### config.mk
export PLATFORM = sky130hd
export DESIGN_NAME = lic_core
export DESIGN_NICKNAME = d
export VERILOG_FILES = /design/src/hdl/lic_pkg.sv /design/src/hdl/lic_seg_latch.sv /design/src/hdl/lic_core.sv
export VERILOG_INCLUDE_DIRS = /design/src /design/src/hdl
export SDC_FILE = /design/constraint.sdc
export NUM_CORES = 1
export LEC_CHECK = 0
export ABC_AREA = 1
export BUFFER_PORTS_ARGS = -buffer_cell sky130_fd_sc_hd__buf_2
export CORE_AREA = 3 3 344 244
export DETAILED_ROUTE_END_ITERATION = 8
export DIE_AREA = 0 0 347 247
export PLACE_DENSITY = 0.61
export SETUP_SLACK_MARGIN = 0.05
export SYNTH_ARGS = -nofsm -noshare
export SYNTH_HDL_FRONTEND = slang
export SYNTH_SLANG_ARGS = --single-unit
export TNS_END_PERCENT = 20
### constraint.sdc
create_clock -name I_CLK -period 5.55 [get_ports I_CLK]
set_input_delay 0.8325 -clock I_CLK [delete_from_list [all_inputs] [get_ports I_CLK]]
set_output_delay 0.8325 -clock I_CLK [all_outputs]
set_load 0.02 [all_outputs]
### src/hdl/lic_defs.svh
// Purpose: Constants of the LCD icon RAM and instruction control block
// Assumes: 50 MHz system clock
// Notes: Definitions only
`ifndef LIC_DEFS_SVH
`define LIC_DEFS_SVH

// ****************************************
// Timing
// ****************************************
`define LIC_CLK_NS 20
`define LIC_T_BOOT_NS 10000000
`define LIC_T_HOLD_NS 1200000
`define LIC_T_CLR_NS 2890000
`define LIC_T_INS_NS 223000
`define LIC_T_RD_NS 312000

// ****************************************
// Register offsets
// ****************************************
`define LIC_OFF_INSTR 8'h00
`define LIC_OFF_DATA 8'h04

// ****************************************
// Geometry and addresses
// ****************************************
`define LIC_NCHR 12
`define LIC_NSEG 30
`define LIC_NCOM 17
`define LIC_NICON 24
`define LIC_CNT_W 20
`define LIC_SPACE 8'h20
`define LIC_GLYPH_SEL 2'h2
`define LIC_ICON_SEL 4'hc
`define LIC_ICON_WORDS 3'h5
`define LIC_ICON_LINE 5'h10
`define LIC_LAST_SEG 5'h1d

`endif

### src/hdl/lic_pkg.sv
// Purpose: Types of the LCD icon RAM and instruction control block
// Assumes: lic_defs.svh holds the counter width and display geometry
// Notes: No logic here
`include "lic_defs.svh"
`default_nettype none

package lic_pkg;

    typedef enum logic [0:0] {
        LIC_IDLE = 1'b0,
        LIC_EXEC = 1'b1
    } lic_state_t;

    typedef struct packed {
        lic_state_t state;
        logic [`LIC_CNT_W-1:0] cnt;
        logic [6:0] ac;
        logic inc;
        logic sh_en;
        logic disp;
        logic cur;
        logic blk;
        logic [3:0] shift;
        logic [`LIC_NCHR-1:0][7:0] dd;
        logic [`LIC_CNT_W-1:0] low_cnt;
        logic armed;
        logic [31:0] rdata;
        logic [7:0] div;
        logic [4:0] bit_idx;
        logic lat_pend;
        logic [4:0] line;
        logic [4:0] lline;
        logic [`LIC_NCOM-1:0] com;
        logic latch;
        logic shift_p;
        logic sbit;
        logic [7:0] frames;
        logic blink_ph;
    } lic_st_t;

    typedef struct packed {
        logic [`LIC_NSEG-1:0] sh;
        logic [`LIC_NSEG-1:0] lat;
    } lic_seg_t;

endpackage

`default_nettype wire

### src/hdl/lic_seg_latch.sv
// Purpose: Segment shift register with output latch
// Assumes: One bit shifted per shift pulse, MSB side first
// Notes: Latch copies the shift register on the latch pulse
`include "lic_defs.svh"
`default_nettype none

module lic_seg_latch #(
    parameter int W = `LIC_NSEG
) (
    // Clock and reset
    input wire logic i_clk,
    input wire logic i_arst_n,
    // Serial pattern
    input wire logic i_shift,
    input wire logic i_bit,
    input wire logic i_latch,
    // Segment data
    output logic [W-1:0] o_seg
);

    lic_pkg::lic_seg_t st_r;
    lic_pkg::lic_seg_t st_nxt;

    always_comb begin
        st_nxt = st_r;
        if (i_shift) begin
            st_nxt.sh = {st_r.sh[`LIC_NSEG-2:0], i_bit};
        end
        if (i_latch) begin
            st_nxt.lat = st_r.sh;
        end
    end

    always_ff @(posedge i_clk or negedge i_arst_n) begin
        if (!i_arst_n) begin
            st_r <= '0;
        end else begin
            st_r <= st_nxt;
        end
    end

    assign o_seg = st_r.lat[W-1:0];

endmodule // lic_seg_latch

`default_nettype wire

### src/hdl/lic_core.sv
// Purpose: Icon RAM, instruction control and display refresh of a 12-character LCD driver
// Assumes: APB slave, inputs synchronous to I_CLK, font ROM outside
// Notes: Icon and glyph RAM have no reset
//
// Added by the designer: the APB register port and the register addresses.
`include "lic_defs.svh"
`default_nettype none

// Summary of operation
// Each set icon RAM bit 0..4 lights its icon except bit 0 of word 4, 24 icons in five words.
// Icons change only by icon RAM writes or display on/off.
// Icon to segment mapping ignores display shift.
// Bit 4 is the lowest icon of a word, bit 0 highest; bits 7..5 ignored.
// Icon RAM is not cleared by power-on or hardware reset.
// Refresh reads run apart from host access timing.
// 17 commons, 30 segments; only the scanned common is selected.
// Segment data shifts 30 bits, then latches to the outputs.
// Cursor and blink sit at the pointer digit, anywhere when pointing at glyph RAM.
// Power-up runs initialization with busy held 10 ms.
// Reset pin low over 1.2 ms restarts init, busy 10 ms after release.
// Without power-on init the host initializes by instructions.
// Instruction and data latches chosen by register select, with direction.
// Host never sends the all-zero test code.
// Code 0x01 clears the display, pointer to 0, busy 2.89 ms.
// Code 0x02 homes pointer and shift, keeps display RAM, 223 us.
// Code 0x04 sets increment/decrement and display shift with accesses.
// Clear writes spaces everywhere and forces increment, shift setting kept.
// Busy read returns busy flag with the address pointer.
// Host polls busy or waits the execution time before the next access.
module lic_core #(
    parameter int P_BOOT_CYC = (`LIC_T_BOOT_NS + `LIC_CLK_NS - 1) / `LIC_CLK_NS,
    parameter int P_HOLD_CYC = (`LIC_T_HOLD_NS + `LIC_CLK_NS - 1) / `LIC_CLK_NS,
    parameter int P_CLR_CYC = (`LIC_T_CLR_NS + `LIC_CLK_NS - 1) / `LIC_CLK_NS,
    parameter int P_INS_CYC = (`LIC_T_INS_NS + `LIC_CLK_NS - 1) / `LIC_CLK_NS,
    parameter int P_RD_CYC = (`LIC_T_RD_NS + `LIC_CLK_NS - 1) / `LIC_CLK_NS,
    parameter int P_SCAN_DIV = 16,
    parameter int P_BLINK_FRAMES = 16
) (
    // Clock and reset
    input wire logic I_CLK,
    input wire logic I_ARST_N,
    input wire logic I_RESET_N,
    // APB slave
    input wire logic I_PSEL,
    input wire logic I_PENABLE,
    input wire logic I_PWRITE,
    input wire logic [7:0] I_PADDR,
    input wire logic [31:0] I_PWDATA,
    output logic [31:0] O_PRDATA,
    output logic O_PREADY,
    output logic O_PSLVERR,
    // LCD drive
    output logic [`LIC_NCOM-1:0] O_COM,
    output logic [`LIC_NSEG-1:0] O_SEG,
    output logic O_BUSY
);

    // ****************************************
    // State
    // ****************************************
    localparam lic_pkg::lic_st_t ST_RST = '{state: lic_pkg::LIC_EXEC, cnt: `LIC_CNT_W'(P_BOOT_CYC - 1),
        dd: {`LIC_NCHR{`LIC_SPACE}}, inc: 1'b1, bit_idx: `LIC_LAST_SEG, default: '0};
    localparam logic [4:0] ICON_SEG [`LIC_NICON] = '{5'h01, 5'h03, 5'h06, 5'h08, 5'h0b, 5'h0d,
        5'h10, 5'h12, 5'h15, 5'h17, 5'h1a, 5'h1c, 5'h02, 5'h04, 5'h07, 5'h09, 5'h0c, 5'h0e,
        5'h11, 5'h13, 5'h16, 5'h18, 5'h1b, 5'h1d};

    lic_pkg::lic_st_t st_r;
    lic_pkg::lic_st_t st_nxt;
    logic [4:0] icon_mem [`LIC_ICON_WORDS];
    logic [4:0] glyph_mem [32];
    logic busy, setup, access, sel_ins, sel_dat, refuse, ins_wr, dat_wr, dat_rd;
    logic we_icon, we_glyph, in_icon;
    logic [7:0] wdata, ram_rd;
    logic [`LIC_NSEG-1:0] icon_hot [`LIC_NICON];
    logic [`LIC_NSEG-1:0] icon_vec, char_vec, line_vec;

    function automatic logic [6:0] lic_step(input logic [6:0] a, input logic up);
        logic [6:0] r;
        if (a < 7'(`LIC_NCHR)) begin
            if (up) begin
                r = (a == 7'(`LIC_NCHR - 1)) ? 7'h00 : a + 7'h01;
            end else begin
                r = (a == 7'h00) ? 7'(`LIC_NCHR - 1) : a - 7'h01;
            end
        end else begin
            r = up ? a + 7'h01 : a - 7'h01;
        end
        return r;
    endfunction

    function automatic logic [3:0] lic_rot(input logic [3:0] s, input logic up);
        logic [3:0] r;
        if (up) begin
            r = (s == 4'(`LIC_NCHR - 1)) ? 4'h0 : s + 4'h1;
        end else begin
            r = (s == 4'h0) ? 4'(`LIC_NCHR - 1) : s - 4'h1;
        end
        return r;
    endfunction

    // ****************************************
    // Host access decode
    // ****************************************
    assign busy = st_r.state == lic_pkg::LIC_EXEC;
    assign setup = I_PSEL & ~I_PENABLE;
    assign access = I_PSEL & I_PENABLE;
    assign sel_ins = I_PADDR == `LIC_OFF_INSTR;
    assign sel_dat = I_PADDR == `LIC_OFF_DATA;
    assign refuse = access & (~(sel_ins | sel_dat) | (busy & (sel_dat | I_PWRITE)));
    assign ins_wr = access & ~refuse & sel_ins & I_PWRITE;
    assign dat_wr = access & ~refuse & sel_dat & I_PWRITE;
    assign dat_rd = access & ~refuse & sel_dat & ~I_PWRITE;
    assign wdata = I_PWDATA[7:0];
    assign in_icon = (st_r.ac[6:3] == `LIC_ICON_SEL) && (st_r.ac[2:0] < `LIC_ICON_WORDS);
    assign we_icon = dat_wr & in_icon;
    assign we_glyph = dat_wr & (st_r.ac[6:5] == `LIC_GLYPH_SEL);

    always_comb begin
        if (st_r.ac < 7'(`LIC_NCHR)) begin
            ram_rd = st_r.dd[st_r.ac[3:0]];
        end else if (in_icon) begin
            ram_rd = {3'h0, icon_mem[st_r.ac[2:0]]};
        end else if (st_r.ac[6:5] == `LIC_GLYPH_SEL) begin
            ram_rd = {3'h0, glyph_mem[st_r.ac[4:0]]};
        end else begin
            ram_rd = 8'h00;
        end
    end

    // Icon and glyph RAM, no reset
    always_ff @(posedge I_CLK) begin
        if (we_icon) begin
            icon_mem[st_r.ac[2:0]] <= wdata[4:0];
        end
        if (we_glyph) begin
            glyph_mem[st_r.ac[4:0]] <= wdata[4:0];
        end
    end

    // ****************************************
    // Refresh pattern
    // ****************************************
    genvar k;
    generate
        for (k = 0; k < `LIC_NICON; k++) begin : g_icon
            assign icon_hot[k] = icon_mem[k / 5][4 - (k % 5)] ? (`LIC_NSEG'(1) << ICON_SEG[k]) : '0;
        end
        for (k = 0; k < 6; k++) begin : g_chr
            logic [4:0] sum, addr, pat;
            logic [7:0] code;
            logic hit;
            assign sum = 5'(k) + (st_r.line[3] ? 5'h06 : 5'h00) + {1'b0, st_r.shift};
            assign addr = (sum >= 5'(`LIC_NCHR)) ? sum - 5'(`LIC_NCHR) : sum;
            assign code = st_r.dd[addr[3:0]];
            assign hit = addr[3:0] == st_r.ac[3:0];
            always_comb begin
                pat = (code[7:4] == 4'h0) ? glyph_mem[{code[1:0], st_r.line[2:0]}] : 5'h00;
                if (st_r.cur && hit && st_r.line[2:0] == 3'h7) begin
                    pat = 5'h1f;
                end
                if (st_r.blk && hit && st_r.blink_ph) begin
                    pat = 5'h1f;
                end
            end
            assign char_vec[k*5 +: 5] = {pat[0], pat[1], pat[2], pat[3], pat[4]};
        end
    endgenerate

    always_comb begin
        icon_vec = '0;
        for (int i = 0; i < `LIC_NICON; i++) begin
            icon_vec = icon_vec | icon_hot[i];
        end
        if (!st_r.disp) begin
            line_vec = '0;
        end else if (st_r.line == `LIC_ICON_LINE) begin
            line_vec = icon_vec;
        end else begin
            line_vec = char_vec;
        end
    end

    // ****************************************
    // Next state
    // ****************************************
    always_comb begin
        logic go;
        logic [`LIC_CNT_W-1:0] go_cnt;
        go = 1'b0;
        go_cnt = '0;
        st_nxt = st_r;
        st_nxt.latch = 1'b0;
        st_nxt.shift_p = 1'b0;
        // Execution timer
        if (busy) begin
            if (st_r.cnt == '0) begin
                st_nxt.state = lic_pkg::LIC_IDLE;
            end else begin
                st_nxt.cnt = st_r.cnt - `LIC_CNT_W'(1);
            end
        end
        if (setup && !I_PWRITE) begin
            if (sel_ins) begin
                st_nxt.rdata = {24'h0000_00, busy, st_r.ac};
            end else if (sel_dat) begin
                st_nxt.rdata = {24'h0000_00, ram_rd};
            end else begin
                st_nxt.rdata = '0;
            end
        end
        // Instructions
        if (ins_wr) begin
            go_cnt = `LIC_CNT_W'(P_INS_CYC - 1);
            if (wdata[7]) begin
                st_nxt.ac = wdata[6:0];
                go = 1'b1;
            end else if (wdata[6:5] != 2'h0) begin
                go = 1'b0;
            end else if (wdata[4]) begin
                if (wdata[3]) begin
                    st_nxt.shift = lic_rot(st_r.shift, ~wdata[2]);
                end else begin
                    st_nxt.ac = lic_step(st_r.ac, wdata[2]);
                end
                go_cnt = `LIC_CNT_W'(P_RD_CYC - 1);
                go = 1'b1;
            end else if (wdata[3]) begin
                st_nxt.disp = wdata[2];
                st_nxt.cur = wdata[1];
                st_nxt.blk = wdata[0];
                go = 1'b1;
            end else if (wdata[2]) begin
                st_nxt.inc = wdata[1];
                st_nxt.sh_en = wdata[0];
                go = 1'b1;
            end else if (wdata[1]) begin
                st_nxt.ac = '0;
                st_nxt.shift = '0;
                go = 1'b1;
            end else if (wdata[0]) begin
                st_nxt.dd = {`LIC_NCHR{`LIC_SPACE}};
                st_nxt.ac = '0;
                st_nxt.inc = 1'b1;
                go_cnt = `LIC_CNT_W'(P_CLR_CYC - 1);
                go = 1'b1;
            end
        end
        // Data accesses
        if (dat_wr || dat_rd) begin
            if (dat_wr && st_r.ac < 7'(`LIC_NCHR)) begin
                st_nxt.dd[st_r.ac[3:0]] = wdata;
            end
            st_nxt.ac = lic_step(st_r.ac, st_r.inc);
            if (st_r.sh_en) begin
                st_nxt.shift = lic_rot(st_r.shift, st_r.inc);
            end
            go_cnt = `LIC_CNT_W'(dat_wr ? P_INS_CYC - 1 : P_RD_CYC - 1);
            go = 1'b1;
        end
        if (go) begin
            st_nxt.state = lic_pkg::LIC_EXEC;
            st_nxt.cnt = go_cnt;
        end
        // Reset pin
        if (!I_RESET_N) begin
            if (st_r.low_cnt < `LIC_CNT_W'(P_HOLD_CYC)) begin
                st_nxt.low_cnt = st_r.low_cnt + `LIC_CNT_W'(1);
            end else begin
                st_nxt.armed = 1'b1;
            end
        end else begin
            st_nxt.low_cnt = '0;
        end
        if (st_r.armed) begin
            st_nxt.state = lic_pkg::LIC_EXEC;
            st_nxt.cnt = `LIC_CNT_W'(P_BOOT_CYC - 1);
            if (I_RESET_N) begin
                st_nxt.armed = 1'b0;
                st_nxt.dd = {`LIC_NCHR{`LIC_SPACE}};
                st_nxt.ac = '0;
                st_nxt.inc = 1'b1;
                st_nxt.sh_en = 1'b0;
                st_nxt.shift = '0;
                st_nxt.disp = 1'b0;
                st_nxt.cur = 1'b0;
                st_nxt.blk = 1'b0;
            end
        end
        // Refresh scan, free of host timing
        if (st_r.div == 8'h00) begin
            st_nxt.div = 8'(P_SCAN_DIV - 1);
            if (st_r.lat_pend) begin
                st_nxt.lat_pend = 1'b0;
                st_nxt.latch = 1'b1;
                st_nxt.lline = st_r.line;
                st_nxt.line = (st_r.line == `LIC_ICON_LINE) ? 5'h00 : st_r.line + 5'h01;
                if (st_r.line == `LIC_ICON_LINE) begin
                    if (st_r.frames == 8'h00) begin
                        st_nxt.frames = 8'(P_BLINK_FRAMES - 1);
                        st_nxt.blink_ph = ~st_r.blink_ph;
                    end else begin
                        st_nxt.frames = st_r.frames - 8'h01;
                    end
                end
            end else begin
                st_nxt.shift_p = 1'b1;
                st_nxt.sbit = line_vec[st_r.bit_idx];
                if (st_r.bit_idx == 5'h00) begin
                    st_nxt.bit_idx = `LIC_LAST_SEG;
                    st_nxt.lat_pend = 1'b1;
                end else begin
                    st_nxt.bit_idx = st_r.bit_idx - 5'h01;
                end
            end
        end else begin
            st_nxt.div = st_r.div - 8'h01;
        end
        if (st_r.latch) begin
            st_nxt.com = `LIC_NCOM'(1) << st_r.lline;
        end
    end

    always_ff @(posedge I_CLK or negedge I_ARST_N) begin
        if (!I_ARST_N) begin
            st_r <= ST_RST;
        end else begin
            st_r <= st_nxt;
        end
    end

    // ****************************************
    // Outputs
    // ****************************************
    lic_seg_latch #(.W(`LIC_NSEG)) u_seg (
        .i_clk(I_CLK),
        .i_arst_n(I_ARST_N),
        .i_shift(st_r.shift_p),
        .i_bit(st_r.sbit),
        .i_latch(st_r.latch),
        .o_seg(O_SEG)
    );

    assign O_PRDATA = st_r.rdata;
    assign O_PREADY = 1'b1;
    assign O_PSLVERR = refuse;
    assign O_COM = st_r.com;
    assign O_BUSY = busy;

    logic [5:0] sh_cnt_r;
    logic [4:0] icon_wr_r;
    always_ff @(posedge I_CLK or negedge I_ARST_N) begin
        if (!I_ARST_N) begin
            icon_wr_r <= '0;
        end else if (we_icon) begin
            icon_wr_r[st_r.ac[2:0]] <= 1'b1;
        end
    end
    always_ff @(posedge I_CLK or negedge I_ARST_N) begin
        if (!I_ARST_N) begin
            sh_cnt_r <= '0;
        end else if (st_r.latch) begin
            sh_cnt_r <= 6'(st_r.shift_p);
        end else if (st_r.shift_p) begin
            sh_cnt_r <= sh_cnt_r + 6'h01;
        end
    end
endmodule // lic_core

`default_nettype wire

==> results.sh, run 1 <==
export IMPL_drt_iter0_markers=3627
export IMPL_fmax_mhz=207.1
export IMPL_via_per_inst=5.486
export IMPL_yosys_area_top_type_share=0.2174
export IMPL_synth_flop_cell="dfrtp_1"
export IMPL_ir_worst_vdd_uv=209.6
export IMPL_post_route_util=0.3806
export IMPL_startpoint="st_r[37]$_DFFE_PN0P_"
export IMPL_fin_hold_ws_ns=0.2612
export IMPL_crit_family="simple AND/OR/NAND/NOR gates"
export IMPL_start_util=0.3515
export IMPL_grt_pass1_vias=22880
export IMPL_crit_end="st_r[9]$_DFFE_PN0P_"
export IMPL_path_max_fanout=29
export IMPL_synthesis_area_um2=28320
export IMPL_cp_num_cells=22
export IMPL_tritoncts="done"
export IMPL_synth_common_cells="nand2_1 (759), o21ai_0 (433), inv_1 (356)"
export IMPL_clkLatencyLatePin_ns=0.63
export IMPL_cts_hold_buf=0
export IMPL_net_switching_power_uw=2347
export IMPL_async_flop_share=0.5914
export IMPL_synth_edf_count=190
export IMPL_wl_per_cell_um=19.68
export IMPL_startpoint_type="flop"
export IMPL_synth_top_area_cell="dfrtp_1"
export IMPL_gp_routability_congestion=0.9466
export IMPL_dr_total_vias=25720
export IMPL_ant_nets=0
export IMPL_drv_cap=0
export IMPL_die_w_um=347
export IMPL_synth_warnings=0
export IMPL_wirelength_um=92270
export IMPL_ff2ff_setup_slack_ns=0.72
export IMPL_cts_sinks=465
export IMPL_p_sw_frac=0.2818
export IMPL_post_dp_hpwl_um=64100
export IMPL_ys_top_cells_by_area="dfrtp_1 (22%), edfxtp_1 (20%), nand2_1 (10%)"
export IMPL_path_buf_inv=4
export IMPL_hold_viol_final=0
export IMPL_synth_seq_cells=465
export IMPL_syn_inst=3648
export IMPL_antenna_found_initial=0
export IMPL_cts_resized=0
export IMPL_rsz0062_at_grt="no"
export IMPL_p_per_area_nw_per_um2=271.7
export IMPL_io_pins=128
export IMPL_grt_use_total=0.2104
export IMPL_globalRouteOverflowTotal=0
export IMPL_grt_pass1_wl_um=140600
export IMPL_grt_max_degree=108
export IMPL_period_needed_ns=4.828
export IMPL_yosysMostFrequentCell="nand2_1"
export IMPL_crit_top_cell="nand2_1"
export IMPL_max_stage_delay_ns=0.69
export IMPL_outcome="completed"
export IMPL_leakagePower_uw=0.01303
export IMPL_area_growth_pct=8.271
export IMPL_netlist_cell_type_count=73
export IMPL_die_h_um=247
export IMPL_r2r_end="st_r[9]$_DFFE_PN0P_"
export IMPL_tightest_slew_ns=1.190
export IMPL_clk_path_buf_depth=3
export IMPL_ff2ff_path_depth=22
export IMPL_cp_slowest_cell="clkinv_1"
export IMPL_post_cts_buffers=0
export IMPL_sequentialPowerShare=0.453
export IMPL_die_area_um2=85710
export IMPL_antenna_diode_count=0
export IMPL_finalPower_uw=8329
export IMPL_min_path_type="in -> async"
export IMPL_period_share=0.8699
export IMPL_finalSetupViolations=0
export IMPL_clockRootBuffer="clkbuf_16"
export IMPL_reg2reg_from="st_r[37]$_DFFE_PN0P_"
export IMPL_synth_seq_area_share=0.4458
export IMPL_cp_arrival_ns=5.35
export IMPL_clk_pin_slew_ns=0.08
export IMPL_max_slew_margin=0.1965
export IMPL_critPathKind="reg -> reg"
export IMPL_synth_avg_cell_area_um2=7.762
export IMPL_combPwrFrac=0.132
export IMPL_path_cells="inv_1 -> fa_1 -> buf_4 -> clkinv_1 -> o21ai_0 -> inv_1 -> nand3_1 -> nand3_1 -> nand2_1 -> nand2_1 -> nand3_1 -> nand3_1 -> nand3_1 -> nand2_1 -> nand2_1 -> nand3_1 -> nand2_1 -> nand2_1 -> nand2_1 -> nand2_1 -> nand2_1 -> nand2_1"
export IMPL_end_kind="flop"
export IMPL_numCtsBuffers=49
export IMPL_drive_gt1_frac=0.09088
export IMPL_nNetsFinal=3667
export IMPL_firstDrtPassIters=7
export IMPL_portBuffers=78
export IMPL_finClkSkew_ns=0.02848
export IMPL_internal_power_uw=5982
export IMPL_htree_levels=2
export IMPL_core_um2=80550
export IMPL_crit_required_ns=6.07
export IMPL_fin_tns_setup_ns=0
export IMPL_drcViolationCount=0
export IMPL_pwr_share_clk=0.415
export IMPL_finalMaxSlewViolations=0
export IMPL_nFillCells=8337
export IMPL_num_rows=87
## per-layer routing
layer,up-vias,share of wire,wire length (um),track usage
met4,0,0.022,2000,0.05253
li1,12120,-,-,-
met3,140,0.13,12110,0.06471
met2,1372,0.37,34570,0.2728
met1,12090,0.47,43590,0.3296
met5,-,0,0,0
## worst min path at each step
stage | start | endpoint | slack (ns)
final | I_ARST_N | st_r[10]$_DFF_PN0_ | 0.26
after global routing | I_ARST_N | u_seg.o_seg[25]$_DFFE_PN0P_ | 0.31
after CTS | I_ARST_N | st_r[10]$_DFF_PN0_ | 0.29
after detailed placement | st_r[45]$_DFF_PN0_ | st_r[45]$_DFF_PN0_ | 0.43
after global placement | st_r[45]$_DFF_PN0_ | st_r[45]$_DFF_PN0_ | 0.42
after floorplan | st_r[45]$_DFF_PN0_ | st_r[45]$_DFF_PN0_ | 0.41
## sequential cells by signal (all words and copies together) (netlist names)
register     flops
st_r           189
O_COM           17
u_seg.st_r      30
icon_mem        30
u_seg.o_seg     30
O_PRDATA         8
glyph_mem      160
O_BUSY           1
## worst reg2reg max path, stage by stage, from the launching register on
cell	delay, ns
dfrtp_1	0.54
inv_1	0.24
fa_1	0.58
buf_4	0.30
clkinv_1	0.71
o21ai_0	0.54
inv_1	0.08
nand3_1	0.10
nand3_1	0.31
nand2_1	0.37
nand2_1	0.09
nand3_1	0.09
nand3_1	0.10
nand3_1	0.13
nand2_1	0.07
nand2_1	0.06
nand3_1	0.07
nand2_1	0.09
nand2_1	0.05
nand2_1	0.06
nand2_1	0.05
nand2_1	0.07
nand2_1	0.04
## layout make-up
| cell class | instances | area, um^2 | area share |
|---|---|---|---|
| Inverter | 384 | 1444 | 0.04709 |
| Sequential cell | 465 | 12630 | 0.4120 |
| Clock inverter | 28 | 324.1 | 0.01057 |
| Timing Repair Buffer | 128 | 813.3 | 0.02653 |
| Multi-Input combinational cell | 2554 | 12790 | 0.4171 |
| Tap cell | 1068 | 1336 | 0.04358 |
| Clock buffer | 61 | 1321 | 0.04310 |
## placed cells by master (no fill, tap or decap), types with 5 or more instances in the layout
cell / count
a41oi_1: 23
o211ai_1: 36
inv_1: 354
a31oi_1: 19
clkbuf_16: 49
o21a_1: 7
buf_2: 77
a21oi_1: 293
dfstp_2: 29
conb_1: 30
clkbuf_8: 5
ha_1: 34
o31ai_1: 9
o21ai_0: 433
o221ai_1: 9
a211oi_1: 34
nand2_2: 20
buf_4: 47
edfxtp_1: 190
nor3_1: 36
xor2_1: 23
o21ai_1: 33
o2111ai_1: 7
nor4_1: 10
bufinv_16: 6
a22oi_1: 7
inv_2: 21
dfrtp_1: 243
fa_1: 5
clkinv_1: 13
nand2_1: 759
nor2_1: 296
clkinv_2: 14
nand3_1: 281
nand3_2: 6
clkbuf_1: 7
o22ai_1: 29
nand4_1: 25
nor2_2: 11
## stage by stage
| step | cell area (um^2) | setup WS [ns] | std cells |
|---|---|---|---|
| 2_1_floorplan | 28420 | 1.071 | 3676 |
| 3_3_place_gp | 29010 | 0.8339 | 4599 |
| 3_5_place_dp | 29010 | 0.7946 | 4599 |
| 4_1_cts | 30660 | 0.7943 | 4688 |
| 5_1_grt | 30660 | 0.2118 | 4688 |
| 6_report | 30660 | 0.7219 | 4688 |
## cell families after synthesis
kind of cell             synth area share
adder cells (fa/ha/maj)           0.01856
buffers and inverters              0.1063
other                           0.0002652
flip-flops                         0.4458
AND/OR/NAND/NOR                    0.2238
XOR/XNOR                         0.009500
multiplexers                     0.001060
AO/OA/AOI/OAI                      0.1947
## power groups by stage
stage	Clock (uW)	Sequential (uW)	Combinational, uW
3_5_place_dp	0	3840	1070
2_1_floorplan	0	3800	813
6_report	3460	3770	1100
5_1_grt	3680	3780	1230
4_1_cts	3540	3770	1080
3_3_place_gp	0	3840	1070
Power figures use the tool's default switching activity.
==> run 2, diff against run 1 <==
--- a/config.mk
+++ b/config.mk
@@ -6,12 +6,11 @@
 export SDC_FILE = /design/constraint.sdc
 export NUM_CORES = 1
 export LEC_CHECK = 0
-export ABC_AREA = 1
 export BUFFER_PORTS_ARGS = -buffer_cell sky130_fd_sc_hd__buf_2
-export CORE_AREA = 3 3 344 244
+export CORE_AREA = 3 3 363 258
 export DETAILED_ROUTE_END_ITERATION = 8
-export DIE_AREA = 0 0 347 247
-export PLACE_DENSITY = 0.61
+export DIE_AREA = 0 0 366 261
+export PLACE_DENSITY = 0.56
 export SETUP_SLACK_MARGIN = 0.05
 export SYNTH_ARGS = -nofsm -noshare
 export SYNTH_HDL_FRONTEND = slang
==> run 2 against run 1 <==
  * The run now ends with capacitance limit left
  * Utilization shrank 4.8 points
  * Synthesized cell count shrank 34%
  * Clock skew grew 0.0077 ns
  * Maximum frequency shrank 6.8%
  * Worst setup slack lost 0.35 ns
  * Sequential share of layout area grew 0.49 points
  * Largest cell class unchanged
  * Highest routed layer is now met5
==> results.sh, run 2 <==
export IMPL_nNetsFinal=2478
export IMPL_antenna_diode_count=0
export IMPL_end_kind="flop"
export IMPL_drv_cap=1
export IMPL_finalMaxSlewViolations=0
export IMPL_ys_top_cells_by_area="dfrtp_1 (23%), edfxtp_1 (21%), mux4_2 (13%)"
export IMPL_ant_nets=0
export IMPL_startpoint_type="flop"
export IMPL_wirelength_um=81220
export IMPL_p_per_area_nw_per_um2=243.4
export IMPL_max_slew_margin=0.01590
export IMPL_synth_common_cells="dfrtp_1 (246), nor2_1 (211), edfxtp_1 (185)"
export IMPL_via_per_inst=5.563
export IMPL_finalPower_uw=7291
export IMPL_clk_path_buf_depth=3
export IMPL_rsz0062_at_grt="no"
export IMPL_largest_register="st_r"
export IMPL_finClkSkew_ns=0.03622
export IMPL_yosys_area_top_type_share=0.2277
export IMPL_path_max_fanout=11
export IMPL_nFillCells=9117
export IMPL_period_share=0.9333
export IMPL_core_um2=90020
export IMPL_io_pins=128
export IMPL_yosysMostFrequentCell="dfrtp_1"
export IMPL_tritoncts="done"
export IMPL_syn_inst=2416
export IMPL_post_cts_buffers=0
export IMPL_htree_levels=2
export IMPL_hold_viol_final=0
export IMPL_clkLatencyLatePin_ns=0.62
export IMPL_globalRouteOverflowTotal=0
export IMPL_cts_hold_buf=0
export IMPL_drive_gt1_frac=0.2157
export IMPL_synth_flop_cell="dfrtp_1"
export IMPL_clockRootBuffer="clkbuf_16"
export IMPL_drcViolationCount=0
export IMPL_synth_edf_count=185
export IMPL_grt_max_degree=117
export IMPL_min_path_type="in -> async"
export IMPL_failed_checks="capacitance limit"
export IMPL_numCtsBuffers=46
export IMPL_die_w_um=366
export IMPL_wl_per_cell_um=22.24
export IMPL_grt_pass1_wl_um=122500
export IMPL_post_dp_hpwl_um=56160
export IMPL_largest_register_ffs=189
export IMPL_ff2ff_path_depth=16
export IMPL_synth_avg_cell_area_um2=11.19
export IMPL_seq_area_um2=12490
export IMPL_portBuffers=78
export IMPL_fmax_mhz=193.1
export IMPL_async_flop_share=0.5978
export IMPL_area_growth_pct=10.78
export IMPL_cts_sinks=460
export IMPL_outcome="finished, violations left"
export IMPL_synth_seq_cells=460
export IMPL_netlist_cell_type_count=88
export IMPL_critPathKind="reg -> reg"
export IMPL_leakagePower_uw=0.01182
export IMPL_start_util=0.3004
export IMPL_synth_seq_area_share=0.4613
export IMPL_num_rows=92
export IMPL_synth_warnings=0
export IMPL_cp_arrival_ns=5.65
export IMPL_die_area_um2=95530
export IMPL_layout_common_cells="dfrtp_1 (239), nor2_1 (210), edfxtp_1 (185), nand2_1 (168), mux4_2 (154)"
export IMPL_finalSetupViolations=0
export IMPL_fin_tns_setup_ns=0
export IMPL_tightest_slew_ns=1.463
export IMPL_dr_total_vias=20310
export IMPL_layout_commonest_cell="dfrtp_1"
export IMPL_ir_worst_vdd_uv=259.9
export IMPL_die_h_um=261
export IMPL_firstDrtPassIters=6
export IMPL_crit_required_ns=6.02
export IMPL_gp_routability_congestion=0.9222
export IMPL_multi_input_area_um2=13200
export IMPL_synth_top_area_cell="dfrtp_1"
export IMPL_synthesis_area_um2=27040
export IMPL_drt_iter0_markers=2640
export IMPL_antenna_found_initial=1
export IMPL_grt_use_total=0.1653
export IMPL_clk_pin_slew_ns=0.06
export IMPL_cts_resized=0
export IMPL_grt_pass1_vias=18490
export IMPL_period_needed_ns=5.180
## run 2: cell count changes in the layout (fill, tap and decap cells not counted), sizes merged, moves of 27 or more
cell   before  now
a21oi     296  128
a22oi       7   68
inv       377   66
mux2        0   84
mux2i       3   72
mux4        0  154
nand2     782  168
nand3     287   85
nor2      311  213
nor2b       0   27
o21ai     470   99
xnor2       5   34
## run 2: cells by family (layout without fill, tap and decap cells)
group / Yosys count / after routing / synth area share
and+or+nand+nor: 735 / 735 / 0.1321
AOI/OAI and AO/OA: 497 / 497 / 0.1206
DFF: 460 / 460 / 0.4613
muxes: 310 / 310 / 0.1899
buffers and inverters: 307 / 297 / 0.05506
xor gates and xnor gates: 66 / 66 / 0.02138
adders and majority gates: 39 / 39 / 0.01943
other: 2 / 25 / 0.0002777
## run 2: worst paths after layout
check / startpoint / end / slack (ns)
max: st_r[204]$_DFF_PN0_ / st_r[9]$_DFFE_PN0P_ / 0.37
min: I_ARST_N / O_COM[9]$_DFFE_PN0P_ / 0.14
max reg2reg: st_r[204]$_DFF_PN0_ / st_r[9]$_DFFE_PN0P_ / 0.37
min reg2reg: st_r[45]$_DFF_PN0_ / st_r[45]$_DFF_PN0_ / 0.49
max in group asynchronous: I_ARST_N / u_seg.st_r[42]$_DFFE_PN0P_ / 4.17
min in group I_CLK: st_r[45]$_DFF_PN0_ / st_r[45]$_DFF_PN0_ / 0.49
## run 2: power breakdown
group          internal (uW)  switching, uW  total (uW)
combinational            122            233         355
sequential              3620           57.3        3680
clock                   1850           1410        3260
## run 2: area by class of cell
class / count / area share
clock buffers: 70 / 0.04415
flip-flops and latches: 460 / 0.4169
clock inverters: 14 / 0.007351
repair buffers: 145 / 0.03141
multi-input cells: 1672 / 0.4406
inverters: 68 / 0.008521
well taps: 1222 / 0.05104
## run 2: worst max-delay path, stage by stage (launching register included)
cell and delay [ns]:
dfrtp_1 0.47, clkinv_1 0.22, ha_1 0.52, ha_1 0.22
inv_1 0.06, fa_1 0.55, and3_1 0.27, nor2_1 0.37
mux4_2 0.36, a311oi_1 0.31, buf_4 0.21, mux2i_1 0.20
mux2i_1 0.09, o211a_1 0.21, o41ai_1 0.45, o2111ai_1 0.22
a222oi_1 0.30
## run 2: metrics by stage
stage	instance area (um^2)	hold WS, ns	instances	utilization	worst slack (ns)
2_1_floorplan	27130	0.4474	2439	-	0.2948
3_3_place_gp	28390	0.4816	3567	0.3154	0.5289
3_5_place_dp	28390	0.4848	3567	0.3154	0.4988
4_1_cts	29940	0.1277	3651	0.3326	0.4160
5_1_grt	29960	0.1457	3651	0.3328	0.1346
6_report	29960	0.1364	3651	0.3328	0.3703
## run 2: metal layers
metal	vias to the layer above	global-route usage	share of wire
li1	8969	-	-
met1	10180	0.2679	0.48
met2	1057	0.2143	0.39
met3	103	0.04653	0.12
met4	2	0.02782	0.015
met5	-	0	0.00016
